### config.mk
export PLATFORM = sky130hd
export DESIGN_NAME = ccsw_clock_switch
export DESIGN_NICKNAME = d
export VERILOG_FILES = /design/src/ccsw_pkg.sv /design/src/ccsw_divider.sv /design/src/ccsw_clock_switch.sv
export SDC_FILE = /design/constraint.sdc
export NUM_CORES = 1
export LEC_CHECK = 0
export BUFFER_PORTS_ARGS = -buffer_cell sky130_fd_sc_hd__buf_2
export CORE_MARGIN = 1.5
export CORE_UTILIZATION = 60
export DETAILED_ROUTE_END_ITERATION = 10
export PLACE_DENSITY = 0.91
export SLEW_MARGIN = 15
export SYNTH_ARGS = -nofsm -noshare
export SYNTH_HDL_FRONTEND = slang
export SYNTH_HIERARCHICAL = 1
export SYNTH_SLANG_ARGS = --single-unit
export TNS_END_PERCENT = 50
### constraint.sdc
create_clock -name i_clk -period 3.3 [get_ports i_clk]
set_input_delay 0.825 -clock i_clk [delete_from_list [all_inputs] [get_ports i_clk]]
set_output_delay 0.825 -clock i_clk [all_outputs]
set_load 0.02 [all_outputs]
### src/ccsw_pkg.sv
//==============================================================
// Constants of the dual oscillator clock switch
//==============================================================
package ccsw_pkg;

	// Register bus shape
	localparam int          ADDR_W        = 16;
	localparam int          DATA_W        = 4;

	// Register offsets
	localparam logic [15:0] CLK_CTRL_ADDR = 16'hFF00;
	localparam logic [15:0] PRESCALE_ADDR = 16'hFF02;

	// Field positions in the clock control register
	localparam int          CPU_SEL_BIT   = 3;
	localparam int          FAST_EN_BIT   = 2;
	localparam int          CORE_V_BIT    = 0;

	// Reset values
	localparam logic [1:0]  PRESCALE_RST  = 2'h3;
	localparam logic        CTRL_BIT_RST  = 1'h0;

	// Clock rate and source frequencies in Hz
	localparam int          CLK_HZ        = 250000000;
	localparam int          XTAL_LO_HZ    = 32768;
	localparam int          XTAL_MID_HZ   = 76800;
	localparam int          XTAL_HI_HZ    = 153600;
	localparam int          FAST_RC_HZ    = 400000;

	// Longest period allowed: rounds down
	localparam int          FAST_DIV      = CLK_HZ / FAST_RC_HZ;
	localparam int          SLOW_DIV      = CLK_HZ / XTAL_LO_HZ;

	// Normalised peripheral tick in Hz and prescaler ratios
	localparam int          PERIPH_HZ     = 256;
	localparam logic [9:0]  PRE_DIV_LO    = 10'(XTAL_LO_HZ / PERIPH_HZ);
	localparam logic [9:0]  PRE_DIV_MID   = 10'(XTAL_MID_HZ / PERIPH_HZ);
	localparam logic [9:0]  PRE_DIV_HI    = 10'(XTAL_HI_HZ / PERIPH_HZ);

	// Source clocks per CPU instruction cycle
	localparam int          SRC_PER_CYCLE = 2;

	// Changeover sequencer states
	typedef enum logic [0:0] {
		CCSW_RUN,
		CCSW_WAIT_NEW
	} ccsw_state_t;

endpackage : ccsw_pkg

### src/ccsw_divider.sv
`timescale 1ns/100ps
`default_nettype none
//==============================================================
// Enable-pulse divider: one pulse every i_limit enabled cycles
//==============================================================
module ccsw_divider #(
	parameter int WIDTH = 13
) (
	input  wire logic             i_clk,
	input  wire logic             i_reset,
	input  wire logic             i_enable,
	input  wire logic [WIDTH-1:0] i_limit,
	output logic                  o_tick
);

	logic [WIDTH-1:0] count_reg;   // Enabled cycles counted so far
	logic [WIDTH-1:0] count_next;  // Next count
	logic             wrap;        // Last cycle of a period

	assign wrap       = i_enable && (count_reg >= i_limit - WIDTH'(1));
	assign count_next = wrap ? '0 : count_reg + WIDTH'(1);

	//==========================================================
	// Counter; holds between enables so a strobe can step it
	//==========================================================
	always_ff @(posedge i_clk)
	begin
		if (i_reset)
			count_reg <= '0;
		else if (i_enable)
			count_reg <= count_next;
	end

	//==========================================================
	// Registered output pulse
	//==========================================================
	always_ff @(posedge i_clk)
	begin
		if (i_reset)
			o_tick <= 1'b0;
		else
			o_tick <= wrap;
	end

endmodule : ccsw_divider
`default_nettype wire

### src/ccsw_clock_switch.sv
`timescale 1ns/100ps
`default_nettype none
//==============================================================
// Dual oscillator clock switch
//==============================================================
// Contract
// - Slow crystal clocks CPU by default
// - Software selects fast or slow CPU clock
// - Prescaler normalises three crystal frequencies
// - Fast source up to 400 kHz, feeds peripherals
// - Fast oscillator enable starts, stops fast source
// - Core select: one 1.45 V, zero 1.2 V
// - Instruction cycle is two source clocks
// - Fast select ignored at low core voltage
// - Prescaler codes 1x, 01, 00; reset 11
module ccsw_clock_switch
	import ccsw_pkg::*;
#(
	parameter int SLOW_DIV_P = SLOW_DIV,
	parameter int FAST_DIV_P = FAST_DIV
) (
	input  wire logic              i_clk,
	input  wire logic              i_reset,
	input  wire logic [ADDR_W-1:0] i_addr,
	input  wire logic [DATA_W-1:0] i_wdata,
	input  wire logic              i_write,
	input  wire logic              i_read,
	output logic      [DATA_W-1:0] o_rdata,
	output logic                   o_slow_tick,
	output logic                   o_fast_tick,
	output logic                   o_fast_osc_running,
	output logic                   o_core_voltage_high,
	output logic                   o_cpu_src_tick,
	output logic                   o_cpu_cycle_tick,
	output logic                   o_cpu_on_fast,
	output logic                   o_periph_tick
);

	//==========================================================
	// Declarations
	//==========================================================
	logic        cpu_clock_select_reg;  // Stored fast select request
	logic        fast_osc_enable_reg;   // Fast oscillator run
	logic        core_voltage_sel_reg;  // High core voltage
	logic [1:0]  prescaler_sel_reg;     // Prescaler code
	logic [3:0]  rdata_next;            // Read mux
	logic        wr_ctrl;               // Write to control register
	logic        wr_pre;                // Write to prescaler register
	logic        sel_next;              // Filtered select on write
	logic        slow_tick;             // Slow crystal source edge
	logic        fast_tick;             // Fast RC source edge
	logic        fast_clear;            // Restarts fast source while off
	logic [9:0]  pre_limit;             // Prescaler ratio
	logic        on_fast_reg;           // Source now driving the CPU
	logic        phase_reg;             // Half of instruction cycle
	ccsw_state_t state_reg;             // Changeover state
	ccsw_state_t state_next;            // Next changeover state
	logic        want_fast;             // Source requested
	logic        old_tick;              // Edge of current source
	logic        new_tick;              // Edge of requested source
	logic        cycle_end;             // Last edge of a full cycle
	logic        run_cpu;               // CPU ticks allowed

	// Prescaler decode
	function automatic logic [9:0] pre_ratio(input logic [1:0] code);
		if (code[1])
			pre_ratio = PRE_DIV_HI;
		else if (code[0])
			pre_ratio = PRE_DIV_MID;
		else
			pre_ratio = PRE_DIV_LO;
	endfunction : pre_ratio

	//==========================================================
	// Register decode
	//==========================================================
	assign wr_ctrl  = i_write && (i_addr == CLK_CTRL_ADDR);
	assign wr_pre   = i_write && (i_addr == PRESCALE_ADDR);
	assign sel_next = i_wdata[CPU_SEL_BIT] && core_voltage_sel_reg;

	// Read mux; unmapped and reserved bits read as zero
	assign rdata_next =
		(i_addr == CLK_CTRL_ADDR) ?
			{cpu_clock_select_reg, fast_osc_enable_reg, 1'b0,
			 core_voltage_sel_reg} :
		(i_addr == PRESCALE_ADDR) ? {2'b00, prescaler_sel_reg} :
		4'h0;

	//==========================================================
	// Control register
	//==========================================================
	always_ff @(posedge i_clk)
	begin
		if (i_reset)
		begin
			cpu_clock_select_reg <= CTRL_BIT_RST;
			fast_osc_enable_reg  <= CTRL_BIT_RST;
			core_voltage_sel_reg <= CTRL_BIT_RST;
		end
		else if (wr_ctrl)
		begin
			cpu_clock_select_reg <= sel_next;
			fast_osc_enable_reg  <= i_wdata[FAST_EN_BIT];
			core_voltage_sel_reg <= i_wdata[CORE_V_BIT];
		end
	end

	//==========================================================
	// Prescaler register and read data
	//==========================================================
	always_ff @(posedge i_clk)
	begin
		if (i_reset)
		begin
			prescaler_sel_reg <= PRESCALE_RST;
			o_rdata           <= 4'h0;
		end
		else
		begin
			if (wr_pre)
				prescaler_sel_reg <= i_wdata[1:0];
			o_rdata <= i_read ? rdata_next : 4'h0;
		end
	end

	//==========================================================
	// Oscillator models and prescaler
	//==========================================================
	ccsw_divider #(.WIDTH(14)) u_slow (
		.i_clk    (i_clk),
		.i_reset  (i_reset),
		.i_enable (1'b1),
		.i_limit  (14'(SLOW_DIV_P)),
		.o_tick   (slow_tick)
	);

	// Cleared while off, so restart is a full period
	assign fast_clear = i_reset || !fast_osc_enable_reg;

	ccsw_divider #(.WIDTH(10)) u_fast (
		.i_clk    (i_clk),
		.i_reset  (fast_clear),
		.i_enable (fast_osc_enable_reg),
		.i_limit  (10'(FAST_DIV_P)),
		.o_tick   (fast_tick)
	);

	assign pre_limit = pre_ratio(prescaler_sel_reg);
	ccsw_divider #(.WIDTH(10)) u_pre (
		.i_clk    (i_clk),
		.i_reset  (i_reset),
		.i_enable (slow_tick),
		.i_limit  (pre_limit),
		.o_tick   (o_periph_tick)
	);

	assign o_slow_tick         = slow_tick;
	// Fast clock to timer and frequency output
	assign o_fast_tick         = fast_tick;
	assign o_fast_osc_running  = fast_osc_enable_reg;
	assign o_core_voltage_high = core_voltage_sel_reg;

	//==========================================================
	// Changeover sequencer
	//==========================================================
	// Low voltage keeps slow source
	assign want_fast = cpu_clock_select_reg && core_voltage_sel_reg;
	assign old_tick  = on_fast_reg ? fast_tick : slow_tick;
	assign new_tick  = want_fast ? fast_tick : slow_tick;
	assign cycle_end = old_tick && phase_reg;
	assign run_cpu   = (state_reg == CCSW_RUN);

	// Next state
	always_comb
	begin
		state_next = state_reg;
		case (state_reg)
			CCSW_RUN:
				// Leave only after a whole cycle
				if ((want_fast != on_fast_reg) && cycle_end)
					state_next = CCSW_WAIT_NEW;
			CCSW_WAIT_NEW:
				// Resume on first edge of new source
				if (new_tick)
					state_next = CCSW_RUN;
			default:
				state_next = CCSW_RUN;
		endcase
	end

	// State and source registers
	always_ff @(posedge i_clk)
	begin
		if (i_reset)
		begin
			state_reg   <= CCSW_RUN;
			on_fast_reg <= 1'b0;
		end
		else
		begin
			state_reg <= state_next;
			// Take the new source at a safe edge
			if (state_reg == CCSW_WAIT_NEW && new_tick)
				on_fast_reg <= want_fast;
		end
	end

	//==========================================================
	// Instruction cycle phase
	//==========================================================
	always_ff @(posedge i_clk)
	begin
		if (i_reset || !run_cpu)
			phase_reg <= 1'b0;
		else if (old_tick)
			phase_reg <= ~phase_reg;
	end

	assign o_cpu_src_tick   = run_cpu && old_tick;
	assign o_cpu_cycle_tick = run_cpu && cycle_end;
	assign o_cpu_on_fast    = on_fast_reg;

endmodule : ccsw_clock_switch
`default_nettype wire

==> results.md <==
- Outcome: complete, no violations
- Root buffer cell: sky130_fd_sc_hd__clkbuf_8
- Total wire length after detailed routing: 7657 um
- Warning count from the yosys run: 6
- DR iter-0 viols: 132
- Final HPWL from detailed placement: 5763 um
- Internal power contribution: 0.0008018 W
- CTS buffer count: 5
- Critical path capture point type: register
- Total I/O pin count: 36
- Fmax: 0.3188 GHz
- Max-Cap Viols: 0
- Seq cells post-synth: 49
- Chain of cells forming the critical path: or2_2 > nor4_2 > nand2b_1 > or3_4 > nor3_2 > xnor2_1 > ha_1 > nand4_1 > o311a_1 > o21bai_1 > nor2_1
- Die Width: 79.95 um
- Area of the die: 6391 sq um
- Count of final max-slew check failures: 0
- Fill cell total of the finished layout: 420
- Largest net degree at the start of global routing: 34
- GRT overflow: 0
- CTS tree: yes
- Final routed wire length divided by cell count: 12.68 um
- Post-Route Skew: 9.049 ps
- IR drop worst, VDD: 0.2162 mV
- Worst R2R Setup Slack: 160 ps
- Clock-pin slew of the registers on the worst-case setup and hold paths: 90 ps
- Reported leakage power: 1.739 nW
- Synth top area cells: sky130_fd_sc_hd__dfxtp_1, sky130_fd_sc_hd__ha_1, sky130_fd_sc_hd__xor2_1, sky130_fd_sc_hd__xnor2_1, sky130_fd_sc_hd__nor2_1
- Sum of negative setup slack: 0 ps
- Critical path startpoint: prescaler_sel_reg[1]
- Clock network fraction of total power: 32.4%
- Number of global-route vias before repair: 3141
- Reg-to-reg startpoint: prescaler_sel_reg[1]
- Count of buffers inserted at the top-level ports: 35
- Depth of the CTS H-tree: 2
- Data arrival time at the worst-slack endpoint: 3320 ps
- Post-route antenna net violation count: 0
- Flip-flop count of the largest register, all copies and words added: 14
- Fraction of final layout cells sized beyond drive strength 1: 12.97%
- Starting utilization of the core area: 63.34%
- Start point of the worst hold path: u_fast/count_reg[0]
- Clock Sink Count: 49
- Commonest cells post-synth: sky130_fd_sc_hd__dfxtp_1, sky130_fd_sc_hd__ha_1, sky130_fd_sc_hd__nor2_1, sky130_fd_sc_hd__nand2_1, sky130_fd_sc_hd__a21oi_1
- Unrepaired setup endpoints after global routing: no
- Number of enable-type register cells in the synthesized netlist: 0
- Maximum single-stage delay on the critical path: 400 ps
- Number of buffers between clock root and the deepest sink: 2
- Max Fanout on Critical Path: 6
- Number of antenna cells inserted: 0
- Startpoint class of the critical path: register
- Switching power total: 0.0002875 W
- Total via count in the routed design: 3256
- Final min period: 3137 ps
- Nets: 595
- Family of cells with the greatest summed delay on the critical path: simple AND/OR/NAND/NOR gates
- Vert. Die Dim: 79.95 um
- Master of the slowest instance on the critical path: sky130_fd_sc_hd__o311a_1
- Synth Flop Type: sky130_fd_sc_hd__dfxtp_1
- Drc violations: 0
- Cell area after technology mapping: 3552 sq um
- Floorplan row count: 27
- Post-cts resize count: 0
- Ratio of total power to cell area: 258.0 nW/um^2
- Final period util: 95.05%
- Final number of hold-violating endpoints: 0
- Layout-stage area growth over the synthesis result: 18.88%
- Post-synthesis cell type with the largest combined area: sky130_fd_sc_hd__dfxtp_1
- Distinct cells, synth: 55
- Mean post-synth cell area: 8.706 sq um
- Buffers inserted by post-CTS timing repair: 0
- Average via count per standard cell: 5.391
- WS Path Type: reg2reg
- Share of Yosys cell area claimed by the top area cell type: 27.62%
- Combinational fraction of design power: 12.0%
- Number of antenna violations at the first check in global routing: 0
- Standard cell core area: 5608 sq um
- Worst-case headroom to the max-slew limit: 42.49%
- Switching share of total power: 26.39%
- Share of power burned in registers: 55.5%
- Gate count after technology mapping: 408
- Routability-driven placement congestion ratio: 0.8078
- Most common cell in the synthesized netlist: sky130_fd_sc_hd__dfxtp_1
- Hold buffer count at CTS: 0
- Seq/Total Area, Yosys: 27.62%
- Share of synthesized flip-flops with an asynchronous set or reset: 0%
- Buffers & Inverters on Critical Path: 0
- Final hold slack: 529.3 ps
- Number of detailed-route iterations in the first pass: 4
- Clock latency on the worst-skew pair: 300 ps
- Data required time at the worst endpoint: 3480 ps
- Tightest Pin Transition: 856.9 ps
- Total of endpoints with negative setup slack in the final report: 0
- Path class of the lowest-slack min-delay path: reg2reg
- Wire length of the first global-routing pass: 13090 um
- Total global routing track utilization: 25.40%
-- final timing paths --
path,endpoint,cells past startpoint
hold / removal,u_fast/count_reg[0],2
hold reg to reg,u_fast/count_reg[0],2
setup / recovery,u_pre/count_reg[9],11
setup reg to reg,u_pre/count_reg[9],11
-- per-layer routing --
metal / routed length [um] / vias up / global-route usage [%]
li1: - / 1649 / -
met1: 3203 / 1519 / 27.95
met2: 4084 / 82 / 48.49
met3: 321 / 6 / 4.457
met4: 47 / 0 / 8.103
met5: 0 / - / 0
-- worst min-delay path: stages (launching register included) --
cell,delay [ps]
sky130_fd_sc_hd__dfxtp_1,350
sky130_fd_sc_hd__nand2_1,80
sky130_fd_sc_hd__a21oi_1,60
-- cell type report --
type / instances / area [sq um] / area share [%]
Multi-Input combinational cell: 420 / 2799 / 66.28
Timing Repair Buffer: 39 / 205.2 / 4.859
Clock inverter: 2 / 15.01 / 0.3556
Sequential cell: 49 / 980.9 / 23.23
Clock buffer: 6 / 72.57 / 1.719
Tap cell: 72 / 90.09 / 2.133
Inverter: 16 / 60.06 / 1.422
-- power by group through the flow --
stage / Combinational [W] / Sequential, W / Clock [W]
floorplan: 0.0000934 / 0.000615 / 0
global placement: 0.000117 / 0.000618 / 0
detailed placement: 0.000123 / 0.000619 / 0
CTS: 0.000123 / 0.000605 / 0.000359
global route: 0.000150 / 0.000606 / 0.000385
finish: 0.000131 / 0.000605 / 0.000353
-- per-stage QoR --
| step | cells | setup slack, ps | instance area (sq um) | utilization (%) | total power (W) |
|---|---|---|---|---|---|
| 2_1_floorplan | 491 | 302.0 | 3864 | - | 0.0007087 |
| 4_1_cts | 604 | 181.4 | 4223 | 75.30 | 0.001087 |
| 6_report | 604 | 163.4 | 4223 | 75.30 | 0.001089 |
| 3_5_place_dp | 596 | 217.5 | 4135 | 73.74 | 0.0007417 |
| 5_1_grt | 604 | 0.4665 | 4223 | 75.30 | 0.001141 |
| 3_3_place_gp | 596 | 372.5 | 4135 | 73.74 | 0.0007348 |
-- placed cells by master (no fill, tap or decap), drive strengths merged, types with 3 or more instances in the layout --
cell,count
nand4b,3
nor4,6
a31oi,4
or4,5
nand2b,10
a21oi,27
buf,39
o21ai,4
dfxtp,49
xnor2,25
o2111ai,3
nand4,14
nand3,21
conb,85
nand3b,4
a211oi,12
ha,40
clkbuf,6
nor3,14
xor2,26
inv,16
mux2i,4
nor3b,4
and4,3
nor2,38
nand2,31
and3,6
-- logic make-up after synthesis --
logic type      share of synthesized area, %
simple gates                           29.41
compound gates                         12.61
mux                                    1.127
flops                                  27.62
buf+inv                                2.360
fa+ha+maj                              14.09
xor+xnor                               12.57
other cells                           0.2114
Power figures use the tool's default switching activity.
